--- src/core/lics_defines.svh ---
`ifndef LICS_DEFINES_SVH
`define LICS_DEFINES_SVH

// clock and derived timing
`define LICS_CLK_HZ          50000000
`define LICS_FILTER_US       1000
`define LICS_FILTER_CYC      (`LICS_CLK_HZ / 1000000 * `LICS_FILTER_US)
`define LICS_MS_CYC          (`LICS_CLK_HZ / 1000)
`define LICS_FLASH_PERIOD_MS 1600
`define LICS_FLASH_HALF_MS   (`LICS_FLASH_PERIOD_MS / 2)
`define LICS_PRECOND_MIN     32
`define LICS_PRECOND_MS      (`LICS_PRECOND_MIN * 60 * 1000)
`define LICS_SAFETY_A_HR     4
`define LICS_SAFETY_B_HR     6
`define LICS_SAFETY_C_HR     8
`define LICS_SAFETY_A_MS     (`LICS_SAFETY_A_HR * 3600 * 1000)
`define LICS_SAFETY_B_MS     (`LICS_SAFETY_B_HR * 3600 * 1000)
`define LICS_SAFETY_C_MS     (`LICS_SAFETY_C_HR * 3600 * 1000)

// register offsets (byte addresses)
`define LICS_CTRL_OFS        8'h00
`define LICS_STATUS_OFS      8'h04

// control fields
`define LICS_CTRL_W          10
`define LICS_AUTO_RCH_BIT    0
`define LICS_STYLE2_BIT      1
`define LICS_PRE_EN_BIT      2
`define LICS_PRE_TMR_BIT     3
`define LICS_SAFE_SEL_LSB    4
`define LICS_VREG_SEL_LSB    6
`define LICS_TERM_SEL_LSB    8
`define LICS_CTRL_RST        10'h00D
`define LICS_SAFE_OFF        2'h3

// status fields
`define LICS_ST_STATE_LSB    0
`define LICS_ST_HOLD_BIT     4
`define LICS_ST_FLASH_BIT    5
`define LICS_ST_OE_BIT       6
`define LICS_ST_LOCK_BIT     7

`endif

--- src/core/lics_pkg.sv ---
package lics_pkg;

    // charge cycle states
    typedef enum logic [3:0] {
        ST_SHUTDOWN, ST_STANDBY, ST_SHORT_RECOVER, ST_PRECOND, ST_FAST_CC,
        ST_CONST_V, ST_COMPLETE, ST_TEMP_FAULT, ST_TIMER_FAULT, ST_PRE_TIMER_FAULT
    } lics_state_t;

    // comparator results from the analog front end
    typedef struct packed {
        logic batt_present;
        logic below_short;
        logic above_short_hyst;
        logic below_precond;
        logic at_regulation;
        logic above_reg_hyst;
        logic below_recharge;
        logic term_current_low;
        logic die_warm;
        logic die_hot;
        logic die_cooled;
        logic program_pin_attached;
    } lics_sense_t;

    // commands to the pass element and regulation loops
    typedef struct packed {
        logic pass_enable;
        logic detect_current;
        logic precond_current;
        logic fast_current;
        logic cv_regulate;
        logic current_derate;
    } lics_drive_t;

endpackage : lics_pkg

--- src/core/lics_sync.sv ---
`timescale 1ns/1ps
module lics_sync #(
    parameter int unsigned W = 1
) (
    // clock and reset
    input  wire logic         clk,
    input  wire logic         rst,
    // asynchronous in, synchronous out
    input  wire logic [W-1:0] async_in,
    output logic      [W-1:0] sync_out
);
    logic [W-1:0] meta;

    // two flops; the first is read only by the second
    always_ff @(posedge clk or posedge rst) begin
        if (rst) begin
            meta     <= '0;
            sync_out <= '0;
        end else begin
            meta     <= async_in;
            sync_out <= meta;
        end
    end
endmodule : lics_sync

--- src/core/lics_timer.sv ---
`timescale 1ns/1ps
module lics_timer #(
    parameter int unsigned W = 25
) (
    // clock and reset
    input  wire logic         clk,
    input  wire logic         rst,
    // control
    input  wire logic         clear,
    input  wire logic         tick,
    input  wire logic [W-1:0] limit,
    // sticky expiry level
    output logic              expired
);
    logic [W-1:0] count;

    // counts ticks up to limit, then holds expired until cleared
    always_ff @(posedge clk or posedge rst) begin
        if (rst) begin
            count   <= '0;
            expired <= 1'b0;
        end else if (clear) begin
            count   <= '0;
            expired <= 1'b0;
        end else if (tick && !expired) begin
            count <= count + 1'b1;
            if (count + 1'b1 >= limit) begin
                expired <= 1'b1;
            end
        end
    end
endmodule : lics_timer

--- src/core/lics_sequencer.sv ---
// Functional notes
// - cc safety timeout gives timer fault
// - timer fault holds until battery removed
// - switch cc to cv at regulation voltage
// - cv ends when current below selected fraction
// - safety timer expiry also ends charge
// - termination comparator filtered for 1 ms
// - complete state restarts below recharge threshold
// - no-recharge option waits for reinsertion
// - derate current as die warms
// - suspend above 150C, resume after cooling
// - status pin open-drain, low or hi-z
// - status hi-z in shutdown, standby, complete
// - status low while precond, cc, cv
// - below short threshold, detect current only
// - leave short recovery above hysteresis
// - precondition until threshold, then fast charge
// - precondition timeout gives precondition fault
// - safety timer restarts entering cc
// - start below recharge, withhold above overvoltage
`timescale 1ns/1ps
`include "lics_defines.svh"
module lics_sequencer
    import lics_pkg::*;
#(
    parameter int unsigned FILTER_CYC    = `LICS_FILTER_CYC,
    parameter int unsigned MS_CYC        = `LICS_MS_CYC,
    parameter int unsigned FLASH_HALF_MS = `LICS_FLASH_HALF_MS,
    parameter int unsigned PRECOND_MS    = `LICS_PRECOND_MS,
    parameter int unsigned SAFETY_A_MS   = `LICS_SAFETY_A_MS,
    parameter int unsigned SAFETY_B_MS   = `LICS_SAFETY_B_MS,
    parameter int unsigned SAFETY_C_MS   = `LICS_SAFETY_C_MS,
    parameter int unsigned TMR_W         = 25
) (
    // clock and reset
    input  wire logic        core_clk,
    input  wire logic        rst,
    // supply lockout comparators
    input  wire logic        input_low_lockout,
    input  wire logic        input_high_lockout,
    // analog comparator results
    input  wire lics_sense_t sense,
    // apb slave
    input  wire logic        psel,
    input  wire logic        penable,
    input  wire logic        pwrite,
    input  wire logic [7:0]  paddr,
    input  wire logic [31:0] pwdata,
    output logic      [31:0] prdata,
    output logic             pready,
    output logic             pslverr,
    // analog drive and factory selections
    output lics_drive_t      drive,
    output logic      [1:0]  vreg_sel,
    output logic      [1:0]  term_sel,
    // open-drain status pin
    output logic             status_pin_out,
    output logic             status_pin_oe
);
    localparam int unsigned PW = $clog2(MS_CYC + 1);
    localparam int unsigned FW = $clog2(FILTER_CYC + 1);

    // refuse values the counters cannot hold
    if (MS_CYC < 2 || FILTER_CYC < 1 || FLASH_HALF_MS < 1 || PRECOND_MS < 1 || SAFETY_A_MS < 1
        || SAFETY_B_MS < 1 || SAFETY_C_MS < 1 || TMR_W > 31
        || PRECOND_MS >= (1 << TMR_W) || SAFETY_C_MS >= (1 << TMR_W)
        || SAFETY_A_MS >= (1 << TMR_W) || SAFETY_B_MS >= (1 << TMR_W)
        || FLASH_HALF_MS >= (1 << TMR_W)) begin : g_bad_params
        $error("lics_sequencer: timing parameters out of range");
    end

    lics_state_t            state;
    lics_state_t            next_state;
    lics_sense_t            sn;
    logic                   lock_s;
    logic [1:0]             lock_raw;
    logic [`LICS_CTRL_W-1:0] ctrl;
    logic [PW-1:0]          ms_cnt;
    logic                   ms_tick;
    logic                   filter_done;
    logic                   pre_exp;
    logic                   safety_exp;
    logic                   safety_done;
    logic                   pre_done;
    logic                   flash_exp;
    logic                   flash_phase;
    logic                   term_hold;
    logic                   in_fault;
    logic                   in_charge;
    logic                   style2;
    logic                   auto_rch;
    logic                   pre_en;
    logic [1:0]             safe_sel;
    logic [FW-1:0]          term_run;

    assign style2   = ctrl[`LICS_STYLE2_BIT];
    assign auto_rch = ctrl[`LICS_AUTO_RCH_BIT];
    assign pre_en   = ctrl[`LICS_PRE_EN_BIT];
    assign safe_sel = ctrl[`LICS_SAFE_SEL_LSB +: 2];
    assign vreg_sel = ctrl[`LICS_VREG_SEL_LSB +: 2];  // 4.10/4.20/4.35/4.40 V
    assign term_sel = ctrl[`LICS_TERM_SEL_LSB +: 2];  // 5/7.5/10/20 percent

    // all comparators cross into core_clk first
    lics_sync #(.W($bits(lics_sense_t) + 2)) u_sync (
        .clk      (core_clk),
        .rst      (rst),
        .async_in ({sense, input_low_lockout, input_high_lockout}),
        .sync_out ({sn, lock_raw})
    );
    assign lock_s = |lock_raw;

    // safety period decode; code 3 disables the timer
    function automatic logic [TMR_W-1:0] safety_limit(input logic [1:0] sel);
        case (sel)
            2'h0:    return TMR_W'(SAFETY_A_MS);
            2'h1:    return TMR_W'(SAFETY_B_MS);
            default: return TMR_W'(SAFETY_C_MS);
        endcase
    endfunction : safety_limit

    // entry point of a new or resumed charge cycle
    function automatic lics_state_t entry_state(input lics_sense_t s, input logic pre);
        if (s.below_short) begin
            return ST_SHORT_RECOVER;
        end else if (s.below_precond && pre) begin
            return ST_PRECOND;
        end
        return ST_FAST_CC;
    endfunction : entry_state

    // millisecond prescaler shared by every long timer
    always_ff @(posedge core_clk or posedge rst) begin
        if (rst) begin
            ms_cnt <= '0;
        end else if (lock_s || ms_tick) begin
            ms_cnt <= '0;
        end else begin
            ms_cnt <= ms_cnt + 1'b1;
        end
    end
    assign ms_tick = (ms_cnt == PW'(MS_CYC - 1));

    // termination must persist a full filter window
    lics_timer #(.W(FW)) u_filter (
        .clk     (core_clk),
        .rst     (rst),
        .clear   (lock_s || state != ST_CONST_V || !sn.term_current_low),
        .tick    (1'b1),
        .limit   (FW'(FILTER_CYC)),
        .expired (filter_done)
    );

    // precondition timer runs only inside precondition
    lics_timer #(.W(TMR_W)) u_pre (
        .clk     (core_clk),
        .rst     (rst),
        .clear   (lock_s || state != ST_PRECOND),
        .tick    (ms_tick),
        .limit   (TMR_W'(PRECOND_MS)),
        .expired (pre_exp)
    );
    assign pre_done = pre_exp && ctrl[`LICS_PRE_TMR_BIT];

    // safety timer zeroed outside cc/cv, so entering cc restarts it
    lics_timer #(.W(TMR_W)) u_safety (
        .clk     (core_clk),
        .rst     (rst),
        .clear   (lock_s || (state != ST_FAST_CC && state != ST_CONST_V)),
        .tick    (ms_tick),
        .limit   (safety_limit(safe_sel)),
        .expired (safety_exp)
    );
    assign safety_done = safety_exp && (safe_sel != `LICS_SAFE_OFF);

    // half-period flash timer, restarted at each phase change
    lics_timer #(.W(TMR_W)) u_flash (
        .clk     (core_clk),
        .rst     (rst),
        .clear   (lock_s || !in_fault || flash_exp),
        .tick    (ms_tick),
        .limit   (TMR_W'(FLASH_HALF_MS)),
        .expired (flash_exp)
    );

    assign in_fault  = (state == ST_TEMP_FAULT) || (state == ST_TIMER_FAULT) || (state == ST_PRE_TIMER_FAULT);
    assign in_charge = (state == ST_PRECOND) || (state == ST_FAST_CC) || (state == ST_CONST_V);

    // next-state logic
    always_comb begin
        next_state = state;
        if (state != ST_SHUTDOWN && state != ST_STANDBY
            && (!sn.batt_present || !sn.program_pin_attached)) begin
            next_state = ST_STANDBY;  // battery or program resistor gone
        end else begin
            case (state)
                ST_SHUTDOWN: next_state = ST_STANDBY;
                ST_STANDBY: begin
                    if (sn.batt_present && sn.program_pin_attached && !term_hold
                        && sn.below_recharge && !sn.above_reg_hyst) begin
                        next_state = entry_state(sn, pre_en);
                    end
                end
                ST_SHORT_RECOVER: begin
                    if (sn.die_hot) begin
                        next_state = ST_TEMP_FAULT;
                    end else if (sn.above_short_hyst) begin
                        next_state = pre_en ? ST_PRECOND : ST_FAST_CC;
                    end
                end
                ST_PRECOND: begin
                    if (sn.die_hot) begin
                        next_state = ST_TEMP_FAULT;
                    end else if (!sn.below_precond) begin
                        next_state = ST_FAST_CC;
                    end else if (pre_done) begin
                        next_state = ST_PRE_TIMER_FAULT;
                    end
                end
                ST_FAST_CC: begin
                    if (sn.die_hot) begin
                        next_state = ST_TEMP_FAULT;
                    end else if (sn.above_reg_hyst) begin
                        next_state = ST_STANDBY;
                    end else if (sn.at_regulation) begin
                        next_state = ST_CONST_V;
                    end else if (safety_done) begin
                        next_state = ST_TIMER_FAULT;
                    end
                end
                ST_CONST_V: begin
                    if (sn.die_hot) begin
                        next_state = ST_TEMP_FAULT;
                    end else if (sn.above_reg_hyst) begin
                        next_state = ST_STANDBY;
                    end else if (filter_done || safety_done) begin
                        next_state = auto_rch ? ST_COMPLETE : ST_STANDBY;
                    end
                end
                ST_COMPLETE: begin
                    if (sn.below_recharge) begin
                        next_state = entry_state(sn, pre_en);
                    end
                end
                ST_TEMP_FAULT: begin
                    if (sn.die_cooled) begin
                        next_state = entry_state(sn, pre_en);
                    end
                end
                ST_TIMER_FAULT:     next_state = ST_TIMER_FAULT;  // held until removal
                ST_PRE_TIMER_FAULT: next_state = ST_PRE_TIMER_FAULT;
                default:            next_state = ST_SHUTDOWN;
            endcase
        end
    end

    // state register; lockout forces shutdown
    always_ff @(posedge core_clk or posedge rst) begin
        if (rst) begin
            state <= ST_SHUTDOWN;
        end else if (lock_s) begin
            state <= ST_SHUTDOWN;
        end else begin
            state <= next_state;
        end
    end

    // no-recharge latch: released by removal, resistor unplug or power cycle
    always_ff @(posedge core_clk or posedge rst) begin
        if (rst) begin
            term_hold <= 1'b0;
        end else if (!lock_s && state == ST_CONST_V && next_state == ST_STANDBY && !auto_rch
                     && !sn.above_reg_hyst && sn.batt_present && sn.program_pin_attached) begin
            term_hold <= 1'b1;  // release wins over set
        end else if (lock_s || !sn.batt_present || !sn.program_pin_attached) begin
            term_hold <= 1'b0;
        end
    end

    // flash phase toggles every half period while faulted
    always_ff @(posedge core_clk or posedge rst) begin
        if (rst) begin
            flash_phase <= 1'b0;
        end else if (!in_fault) begin
            flash_phase <= 1'b1;  // start each fault with the pin low
        end else if (flash_exp) begin
            flash_phase <= !flash_phase;
        end
    end

    // registered drive; open-drain pin only ever pulls low
    always_ff @(posedge core_clk or posedge rst) begin
        if (rst) begin
            drive         <= '0;
            status_pin_oe <= 1'b0;
        end else if (lock_s) begin
            drive         <= '0;  // lockout cuts current at once, not a cycle late
            status_pin_oe <= 1'b0;
        end else begin
            drive.pass_enable     <= in_charge || state == ST_SHORT_RECOVER;
            drive.detect_current  <= state == ST_SHORT_RECOVER;
            drive.precond_current <= state == ST_PRECOND;
            drive.fast_current    <= state == ST_FAST_CC;
            drive.cv_regulate     <= state == ST_CONST_V;
            drive.current_derate  <= in_charge && sn.die_warm;
            status_pin_oe         <= in_charge || (in_fault && style2 && flash_phase);
        end
    end
    assign status_pin_out = 1'b0;

    // apb: zero wait states, read data captured in the setup cycle
    assign pready  = 1'b1;
    assign pslverr = psel && penable && paddr != `LICS_CTRL_OFS && paddr != `LICS_STATUS_OFS;

    always_ff @(posedge core_clk or posedge rst) begin
        if (rst) begin
            ctrl <= `LICS_CTRL_RST;
        end else if (psel && penable && pwrite && paddr == `LICS_CTRL_OFS) begin
            ctrl <= pwdata[`LICS_CTRL_W-1:0];
        end
    end

    // status read shows live sequencer state
    always_ff @(posedge core_clk or posedge rst) begin
        if (rst) begin
            prdata <= 32'h0000_0000;
        end else if (psel && !penable && !pwrite) begin
            case (paddr)
                `LICS_CTRL_OFS:   prdata <= {22'h000000, ctrl};
                `LICS_STATUS_OFS: prdata <= {24'h000000, lock_s, status_pin_oe, flash_phase, term_hold, state};
                default:          prdata <= 32'h0000_0000;
            endcase
        end
    end

    // helper: consecutive cycles of low current in cv
    always_ff @(posedge core_clk or posedge rst) begin
        if (rst) begin
            term_run <= '0;
        end else if (state != ST_CONST_V || !sn.term_current_low || lock_s) begin
            term_run <= '0;
        end else if (term_run != {FW{1'b1}}) begin
            term_run <= term_run + 1'b1;
        end
    end
endmodule : lics_sequencer

--- config.mk ---
export PLATFORM = sky130hd
export DESIGN_NAME = lics_sequencer
export DESIGN_NICKNAME = d
export VERILOG_FILES = /design/src/core/lics_pkg.sv /design/src/core/lics_sync.sv /design/src/core/lics_timer.sv /design/src/core/lics_sequencer.sv
export VERILOG_INCLUDE_DIRS = /design/src /design/src/core
export SDC_FILE = /design/constraint.sdc
export NUM_CORES = 1
export LEC_CHECK = 0
export ABC_AREA = 1
export BUFFER_PORTS_ARGS = -buffer_cell sky130_fd_sc_hd__buf_2
export CORE_ASPECT_RATIO = 1.2
export CORE_MARGIN = 10
export CORE_UTILIZATION = 45
export DETAILED_ROUTE_END_ITERATION = 8
export HOLD_SLACK_MARGIN = 0.08
export PLACE_DENSITY_LB_ADDON = 0.1
export SYNTH_ARGS = -nofsm -noshare
export SYNTH_HDL_FRONTEND = slang
export SYNTH_HIERARCHICAL = 1
export SYNTH_SLANG_ARGS = --single-unit
export TNS_END_PERCENT = 10
--- constraint.sdc ---
create_clock -name core_clk -period 6.1 [get_ports core_clk]
set_clock_uncertainty 0.1 [all_clocks]
set_input_delay 0.915 -clock core_clk [delete_from_list [all_inputs] [get_ports core_clk]]
set_output_delay 0.915 -clock core_clk [all_outputs]
set_load 0.05 [all_outputs]
==> flow_metrics.tcl, run 1 <==
set metrics [dict create \
    via_per_inst 4.833 \
    clk_pin_slew_worst_paths_ns 0.07 \
    whs_path_depth 0 \
    grt_pass1_vias 10970 \
    drc 0 \
    ys_warn_count 6 \
    reg2reg_slack_ns 3.08 \
    grt_first_pass_wirelength_um 52560 \
    power_frac_seq_pct 47.9 \
    synth_seq_cells 172 \
    comb_power_share_pct 7.0 \
    worst_slew_pin_slew_ns 1.124 \
    final_core_util_pct 50.58 \
    critical_path_arrival_ns 3.30 \
    io_pins 105 \
    hp-class "flop to flop" \
    period_minus_slack_ns 3.018 \
    cp-end-kind "flop" \
    whs_endpoint "u_sync/sync_out[11]$_DFF_PP0_" \
    die_area_um2 35060 \
    switching_share_pct 26.73 \
    yosysSeqAreaShare_pct 34.25 \
    max_slew_margin_pct 24.99 \
    p_switching_w 0.0006492 \
    clock_latency_ns 0.44 \
    rr_worst_depth 16 \
    p_clk_share_pct 45.2 \
    status "finished, final reports clean" \
    synthMostInstantiatedCell "nand2_1" \
    synthFlopType "dfrtp_1" \
    rsz0062_at_grt "no" \
    clkSinkCount 172 \
    irDropWorstVdd_mv 0.1206 \
    critPathRequiredTime_ns 6.38 \
    nNetsFinal 2051 \
    vias 11060 \
    finalHoldWorstSlack_ns 0.2435 \
    hpwl_um 24480 \
    crit_type "flop to flop" \
    synth_common_cells "nand2_1 (466), inv_1 (331), dfrtp_1 (169), nor2_1 (136), ha_1 (96)" \
    p_int_w 0.001779 \
    die_w_um 172.6 \
    gp_congestion 0.8879 \
    period_share_pct 49.47 \
    syn_area_um2 12580 \
    n_antenna_cell 0 \
    io_buffers 58 \
    fin_tns_setup_ns 0 \
    synth_top_area_cell "dfrtp_1" \
    drive_gt1_share_pct 9.848 \
    max_freq_ghz 0.3314 \
    syn_area_per_cell_um2 7.150 \
    hold_viol 0 \
    p_per_area_nw_per_um2 173.0 \
    yosys-top-cells-area "dfrtp_1 (34%), nand2_1 (14%), inv_1 (9.9%), ha_1 (9.6%), nor2_1 (4.1%)" \
    grt_max_degree 50 \
    ctsHoldBuffers 0 \
    cts_setup_buffers 0 \
    leakage_nw 7.548 \
    drt_iter0_markers 683 \
    die_h_um 203.1 \
    start_util_pct 45.33 \
    num_rows 67 \
    cp_max_fo 8 \
    post_drt_wl_per_cell_um 13.62 \
    synthCells 1759 \
    drtAntennaViolNets 0 \
    fp.coreArea_um2 27750 \
    synth_top_area_share_pct 33.63 \
    grt_antenna_before_repair 0 \
    numCtsBuffers 17 \
    synth_cell_type_count 52 \
    drv_slew 0 \
    rr_startpoint "u_flash/count[0]$_DFFE_PP0P_" \
    htree_levels 4 \
    syn2layout_area_growth_pct 11.59 \
    clk_path_buf_depth 2 \
    cap_violations 0 \
    synth_edf_count 0 \
    root_buffer "clkbuf_16" \
    min-delay-start "u_sync/meta[11]$_DFF_PP0_" \
    dr.pass1.iters 5 \
    cts_resized 0 \
    grt_overflow 0 \
    grt_usage_pct 17.97 \
    postSynth.asyncResetShare_pct 100.0 \
    drt-total-wl_um 31160 \
    start_kind "flop" \
    r2r_end "u_flash/expired$_DFFE_PP0P_" \
    finalSetupViolCount 0 \
    tritoncts "yes" \
]
power groups by stage:
stage                     registers, W  clock network (W)  logic [W]
after floorplan                0.00119                  0   0.000133
after global placement         0.00118                  0   0.000169
after detailed placement       0.00118                  0   0.000171
after CTS                      0.00116            0.00112   0.000171
after global routing           0.00116            0.00117   0.000195
final                          0.00116            0.00110   0.000170
flip-flops by register name (all words and copies together), names as in the netlist, 4 cells and up:
register,count
u_flash/count,25
u_pre/count,25
u_safety/count,25
ms_cnt,16
u_filter/count,16
u_sync/meta,14
u_sync/sync_out,14
ctrl,10
prdata,10
drive,6
state,4
cells in the final DEF, fill, tap and decap left out, types with 9 or more instances in the layout:
cell / netlist / routed
a21o_1: 9 / 9
a21oi_1: 40 / 40
and2_1: 19 / 19
buf_2: 6 / 58
clkbuf_16: 0 / 17
clkinv_1: 9 / 9
conb_1: 2 / 101
dfrtp_1: 169 / 169
ha_1: 96 / 96
inv_1: 331 / 330
inv_2: 11 / 12
nand2_1: 466 / 466
nand2_2: 17 / 17
nand3_1: 86 / 86
nand3_2: 9 / 9
nand4_1: 66 / 66
nor2_1: 136 / 136
nor2_2: 15 / 15
nor3_1: 24 / 24
nor3_2: 12 / 12
o21ai_0: 53 / 53
o21ai_1: 22 / 22
o22ai_1: 34 / 34
xor2_1: 34 / 34
cell type report:
cell class / instances / area, um^2
clock buffers: 19 / 442.9
fillers: 2847 / 13710
well taps: 379 / 474.2
repair buffers: 61 / 312.8
inverters: 351 / 1318
clock inverters: 13 / 133.9
multi-input cells: 1293 / 7046
flip-flops and latches: 172 / 4308
logic make-up after synthesis:
kind of cell / Yosys count / synth area share (%)
and+or+nand+nor: 885 / 32.80
buffers and inverters: 393 / 12.68
DFF: 172 / 34.25
AOI/OAI and AO/OA: 170 / 7.611
adders and majority gates: 96 / 9.550
xor gates and xnor gates: 40 / 2.965
other: 2 / 0.05971
muxes: 1 / 0.07959
worst max-delay path, cell delays in order, from the launching register on:
cell and delay (ns):
dfrtp_1 0.53, ha_1 0.33, nand3_2 0.15, inv_1 0.15, nand2_1 0.15, inv_1 0.13
nand4_1 0.10, and2_1 0.16, ha_1 0.36, nand2_1 0.10, nor2_1 0.13, nand4_1 0.18
nor2_1 0.13, nand2_1 0.06, nand3_1 0.08, nand2_1 0.06, nand2_1 0.06
per-layer routing:
metal,up-vias,global-route usage (%),part of all wire (%)
met2,188,32.85,52
li1,5738,-,-
met4,0,5.785,2.1
met1,5097,21.13,43
met5,-,0,0
met3,36,2.738,2.7
through the flow:
| stage | cell area [um^2] | setup WS, ns | power, W | instances |
|---|---|---|---|---|
| after global routing | 14030 | 2.878 | 0.002530 | 2288 |
| after detailed placement | 13460 | 3.102 | 0.001355 | 2256 |
| final | 14030 | 3.082 | 0.002428 | 2288 |
| after floorplan | 12950 | 3.227 | 0.001322 | 1858 |
| after CTS | 14030 | 3.071 | 0.002456 | 2288 |
| after global placement | 13460 | 3.106 | 0.001353 | 2256 |
worst max-delay path by stage:
stage	to	start	slack [ns]	depth (start not counted)
after floorplan	pslverr	paddr[7]	3.23	4
after global routing	u_safety/expired$_DFFE_PP0P_	u_safety/count[0]$_DFFE_PP0P_	2.88	19
final	u_flash/expired$_DFFE_PP0P_	u_flash/count[0]$_DFFE_PP0P_	3.08	16
after CTS	u_flash/expired$_DFFE_PP0P_	u_flash/count[0]$_DFFE_PP0P_	3.07	16
after detailed placement	u_flash/expired$_DFFE_PP0P_	u_flash/count[0]$_DFFE_PP0P_	3.10	16
after global placement	u_flash/expired$_DFFE_PP0P_	u_flash/count[0]$_DFFE_PP0P_	3.11	16
No activity file was read; power rests on OpenSTA's default activity.
==> inputs of run 2 (changes only) <==
Clock period 6.1 ns to 2.75 ns, I/O delays scaled along.
==> run 2 against run 1 <==
Effect of this change: first-iteration DRC count rose by 5.9%; routed wire length rose by 2.6%; hold slack got worse by 0.14 ns; die area did not move; sequential cell count did not move; non-clock buffer count rose by 58; setup slack got worse by 3.0 ns; register-to-register slack got worse by 3.0 ns; critical path depth did not move; critical path type unchanged; critical endpoint is now u_safety/expired$_DFFE_PP0P_; largest cell class unchanged; highest routed layer unchanged.
==> flow_metrics.tcl, run 2 (same netlist as run 1, synthesis figures left out) <==
set metrics [dict create \
    status "finished, final reports clean" \
    p_per_area_nw_per_um2 363.6 \
    irDropWorstVdd_mv 0.2765 \
    syn2layout_area_growth_pct 17.73 \
    leakage_nw 7.987 \
    layout_common_cells "nand2_1 (458), inv_1 (326), dfrtp_1 (158)" \
    post_drt_wl_per_cell_um 13.62 \
    cap_violations 0 \
    critPathRequiredTime_ns 3.01 \
    drc 0 \
    hold_viol 0 \
    worst_slew_pin_slew_ns 0.6896 \
    p_clk_share_pct 44.5 \
    fp.coreArea_um2 27750 \
    grt_first_pass_wirelength_um 53790 \
    crit_chain "buf_4, nand3_2, inv_2, nand2_2, nor2_4, nand2_1, xor2_1, ha_1, nand2_1, nor2_1, nand4_1, nor2_1, nand2_1, nand3_2, nand2_1, a21oi_1" \
    num_rows 67 \
    layout_commonest_cell "nand2_1" \
    clkSinkCount 172 \
    finalSetupViolCount 0 \
    max_freq_ghz 0.3814 \
    via_per_inst 4.791 \
    nFillCells 2785 \
    die_h_um 203.1 \
    multi_input_area_um2 7338 \
    fin_tns_setup_ns 0 \
    grt_overflow 0 \
    max_slew_margin_pct 53.96 \
    place_area_um2 13640 \
    power_frac_seq_pct 47.8 \
    start_util_pct 45.33 \
    period_share_pct 95.34 \
    drt_iter0_markers 723 \
    io_pins 105 \
    drtAntennaViolNets 0 \
    crit_type "flop to flop" \
    clk_path_buf_depth 2 \
    numCtsBuffers 17 \
    clock_latency_ns 0.44 \
    comb_power_share_pct 7.7 \
    reg_top3 "u_flash/count: 25 flops, u_pre/count: 25 flops, u_safety/count: 25 flops" \
    final_core_util_pct 53.36 \
    switching_share_pct 27.78 \
    cp_slowest_stage_delay_ns 0.40 \
    cp_top_family "simple AND/OR/NAND/NOR gates" \
    critical_path_arrival_ns 2.88 \
    cp_max_fo 5 \
    htree_levels 4 \
    drt-total-wl_um 31950 \
    grt_pass1_vias 11250 \
    crit_slowest_cell "dfrtp_1" \
    vias 11240 \
    n_antenna_cell 0 \
    nNetsFinal 2109 \
    drive_gt1_share_pct 14.64 \
    cp-end-kind "flop" \
    period_minus_slack_ns 2.622 \
    p_switching_w 0.001496 \
    start_kind "flop" \
    final_cell_area_um2 14810 \
    path_common_cell "nand2_1" \
    hp-class "input port to flop" \
    grt_antenna_before_repair 0 \
    drv_slew 0 \
    grt_usage_pct 18.33 \
    tritoncts "yes" \
    root_buffer "clkbuf_16" \
    p_int_w 0.003888 \
    gp_congestion 0.8794 \
    dr.pass1.iters 5 \
    clk_pin_slew_worst_paths_ns 0.08 \
    regArea_um2 4322 \
    die_area_um2 35060 \
    io_buffers 58 \
    die_w_um 172.6 \
    hpwl_um 24970 \
    crit_buf_inv 2 \
    grt_max_degree 32 \
]
[run 2: cell count changes in the layout (fill, tap and decap cells not counted), moves of 8 or more]
cell	delta
buf_4	+43
nor2_2	+9
dfrtp_1	-11
nor2_1	-11
dlygate4sd3_1	+15
nand2_1	-8
dfrtp_2	+11
nor3_1	-8
[run 2: worst paths after layout]
path                                                     from                            to  slack (ns)  depth (start not counted)
worst min register to register       u_sync/meta[2]$_DFF_PP0_  u_sync/sync_out[2]$_DFF_PP0_        0.25                          0
min in group asynchronous                                 rst     u_pre/expired$_DFFE_PP0P_        0.37                          3
worst max register to register  u_safety/count[0]$_DFFE_PP0P_  u_safety/expired$_DFFE_PP0P_        0.13                         16
max in group asynchronous                                 rst           ctrl[3]$_DFFE_PP1P_        1.20                          4
worst max-delay path            u_safety/count[0]$_DFFE_PP0P_  u_safety/expired$_DFFE_PP0P_        0.13                         16
worst min-delay path                                pwdata[0]           ctrl[0]$_DFFE_PP1P_        0.10                          3
[run 2: power by group through the flow]
stage	logic, W	clock network (W)	registers, W
after floorplan	0.000295	0	0.00264
after global placement	0.000385	0	0.00263
after detailed placement	0.000390	0	0.00263
after CTS	0.000408	0.00246	0.00258
after global routing	0.000469	0.00259	0.00258
final	0.000412	0.00240	0.00258
[run 2: final cells by class]
type	instances	share of cell area, %
timing repair buffer	119	5.307
multi-input combinational	1293	49.56
inverter	351	8.898
sequential	172	29.19
clock buffer	18	2.898
clock inverter	14	0.9464
tap	379	3.203
[run 2: per-stage QoR]
| step | hold slack [ns] | instances | total power, W | worst slack, ns |
|---|---|---|---|---|
| 2_1_floorplan | 0.2312 | 1858 | 0.002932 | 0.3103 |
| 3_5_place_dp | 0.2355 | 2280 | 0.003016 | 0.03807 |
| 4_1_cts | 0.08996 | 2328 | 0.005447 | 0.008724 |
| 5_1_grt | 0.09863 | 2346 | 0.005636 | -0.02639 |
| 6_report | 0.1032 | 2346 | 0.005384 | 0.1283 |
| 3_3_place_gp | 0.2339 | 2280 | 0.003010 | 0.05964 |
[run 2: worst min-delay path: cells and delay by family]
family	cells	cell delay, ns
buf+inv	2	0.16
compound gates	1	0.06
[run 2: repair_timing]
action | 4_1_cts | 5_1_grt
hold endpoints to repair | 84 | 0
buffers inserted | 1 | 18
hold buffers | 15 | 0
pin swaps | 1 | 23
gates cloned | 0 | 0
endpoints found under the setup margin | 1 | 3
gates resized for setup | 3 | 67
[run 2: metal layers]
layer / track usage (%) / vias to the layer above / share of wire (%)
met3: 2.497 / 35 / 2.3
li1: - / 5844 / -
met2: 33.82 / 141 / 52
met5: 0 / - / 0
met1: 21.77 / 5219 / 44
met4: 5.101 / 0 / 1.6
==> inputs of run 3 (changes only) <==
Settings changed: MAX_ROUTING_LAYER from default to met4, RECOVER_POWER from default to 100.
==> run 3 against run 2 <==
Effect of this change: the run now ends with capacitance limit, slew limit left; count of clock-buffer cells in the layout fell by 1; setup slack got worse by 0.019 ns; sequential cell count is the same; highest routed layer unchanged; non-clock buffer count decreased by 8; via count decreased by 0.69%; cell count is 0.34% lower; first-iteration DRC count increased by 2.2%; utilization is 0.33 points lower; fmax down 0.71%.
==> flow_metrics.tcl, run 3 (same netlist as run 1, synthesis figures left out) <==
set metrics [dict create \
    hp-class "input port to flop" \
    vias 11160 \
    start_kind "flop" \
    grt_max_degree 40 \
    reg_top3 "u_flash/count: 25 flops, u_pre/count: 25 flops, u_safety/count: 25 flops" \
    gp_congestion 0.9293 \
    cp_slowest_stage_delay_ns 0.40 \
    numCtsBuffers 17 \
    grt_antenna_before_repair 0 \
    drtAntennaViolNets 0 \
    worst_slew_pin_slew_ns 1.590 \
    period_share_pct 96.02 \
    rr_worst_depth 16 \
    drt-total-wl_um 31770 \
    path_common_cell "nand2_1" \
    irDropWorstVdd_mv 0.2834 \
    drv_slew 120 \
    rr_startpoint "u_safety/count[1]$_DFFE_PP0P_" \
    start_util_pct 45.33 \
    max_freq_ghz 0.3787 \
    cp_top_family "simple AND/OR/NAND/NOR gates" \
    reg2reg_slack_ns 0.11 \
    p_per_area_nw_per_um2 376.6 \
    whs_endpoint "ctrl[8]$_DFFE_PP0P_" \
    io_pins 105 \
    p_switching_w 0.001484 \
    clock_latency_ns 0.43 \
    post_drt_wl_per_cell_um 13.59 \
    final-instance-count-excl-fill 2338 \
    htree_levels 4 \
    finalSetupViolCount 0 \
    fin_tns_setup_ns 0 \
    crit_chain "ha_4, nand4_4, nor3_4, and2_4, nand3_1, nand2_1, and2_4, ha_4, nand2_1, nor2_2, nand4_1, inv_1, a21oi_2, nand3_1, nand2_1, a21oi_2" \
    n_antenna_cell 0 \
    die_area_um2 35060 \
    critPathRequiredTime_ns 2.97 \
    crit_type "flop to flop" \
    crit_buf_inv 1 \
    dr.pass1.iters 5 \
    dp.cells 2284 \
    drive_gt1_share_pct 12.00 \
    crit_start "u_safety/count[1]$_DFFE_PP0P_" \
    cp-end-kind "flop" \
    num_rows 67 \
    drc 0 \
    crit_slowest_cell "dfrtp_1" \
    syn2layout_area_growth_pct 16.99 \
    tritoncts "yes" \
    drt_iter0_markers 739 \
    fin_ws_ns 0.1095 \
    clk_pin_slew_worst_paths_ns 0.07 \
    io_buffers 58 \
    hold_viol 0 \
    layout_common_cells "nand2_1 (455), inv_1 (327), dfrtp_1 (160)" \
    comb_power_share_pct 7.3 \
    die_h_um 203.1 \
    switching_share_pct 26.78 \
    rsz0062_at_grt "yes" \
    via_per_inst 4.774 \
    violations "capacitance limit, slew limit" \
    root_buffer "clkbuf_16" \
    status "finished with violations" \
    period_minus_slack_ns 2.640 \
    critical_path_arrival_ns 2.86 \
    cap_violations 4 \
    clk_path_buf_depth 2 \
    max_slew_margin_pct -6.008 \
    clkSinkCount 172 \
    power_frac_seq_pct 46.5 \
    cp_max_fo 4 \
    p_int_w 0.004057 \
    grt_first_pass_wirelength_um 53100 \
    nNetsFinal 2101 \
    final_cell_area_um2 14710 \
    whs_path_depth 3 \
    layout_commonest_cell "nand2_1" \
    fp.coreArea_um2 27750 \
    grt_overflow 0 \
    total_power_w 0.005541 \
    p_clk_share_pct 46.3 \
    hpwl_um 24950 \
    leakage_nw 7.809 \
    grt_usage_pct 18.75 \
    r2r_end "u_safety/expired$_DFFE_PP0P_" \
    place_area_um2 13670 \
    grt_pass1_vias 11050 \
    crit_cells 16 \
    place_ws_ns 0.01683 \
    min-delay-start "pwdata[8]" \
    die_w_um 172.6 \
]
run 3: cell types whose count changed in the layout (fill, tap and decap cells not counted), sizes merged:
cell         before  now
clkinv           12   14
clkbuf           18   54
buf             104   58
dlygate4sd3      15   16
inv             353  350
bufinv            0    2
run 3: layout make-up:
type	count	area, um^2
Clock buffer	17	425.4
Clock inverter	15	195.2
Fill cell	2756	13030
Inverter	351	1318
Multi-Input combinational cell	1293	7317
Sequential cell	172	4319
Tap cell	379	474.2
Timing Repair Buffer	111	665.6
run 3: how the worst max path moves through the flow:
| stage | endpoint | slack (ns) |
|---|---|---|
| finish | u_safety/expired$_DFFE_PP0P_ | 0.11 |
| CTS | u_safety/expired$_DFFE_PP0P_ | 0.004 |
| global route | u_safety/expired$_DFFE_PP0P_ | -0.05 |
| floorplan | u_safety/expired$_DFFE_PP0P_ | 0.31 |
| global placement | u_safety/expired$_DFFE_PP0P_ | 0.01 |
| detailed placement | u_safety/expired$_DFFE_PP0P_ | 0.02 |
run 3: power groups by stage:
stage	logic (W)	registers, W	clock network, W
floorplan	0.000295	0.00264	0
global placement	0.000385	0.00263	0
detailed placement	0.000388	0.00263	0
CTS	0.000408	0.00258	0.00263
global route	0.000457	0.00258	0.00273
finish	0.000402	0.00258	0.00256
run 3: layer usage:
layer | vias to the layer above | wire (um) | global-route usage [%]
li1 | 5815 | - | -
met1 | 5163 | 14130 | 22.11
met2 | 153 | 16300 | 32.76
met3 | 31 | 821 | 2.608
met4 | 0 | 524 | 5.412
met5 | - | 0 | -
run 3: repair_timing:
item / 4_1_cts / 5_1_grt
endpoints found under the hold margin: 84 / 0
gates resized for setup: 1 / 73
cloned: 0 / 0
pin swaps: 0 / 16
buffers inserted: 0 / 6
endpoints found under the setup margin: 1 / 3
hold buffers: 16 / 0
run 3: per-stage QoR:
| step | util (%) | hold slack, ns |
|---|---|---|
| after floorplan | - | 0.2312 |
| after global placement | 49.26 | 0.2325 |
| after detailed placement | 49.26 | 0.2355 |
| after CTS | 52.08 | 0.08728 |
| after global routing | 53.03 | 0.09042 |
| final | 53.03 | 0.1084 |
run 3: worst register-to-register path: cells and delay by family, from the launching register on:
kind / cells / cell delay, ns
and+or+nand+nor: 11 / 1.42
DFF: 1 / 0.40
adders and majority gates: 2 / 0.37
AOI/OAI and AO/OA: 2 / 0.18
buffers and inverters: 1 / 0.07
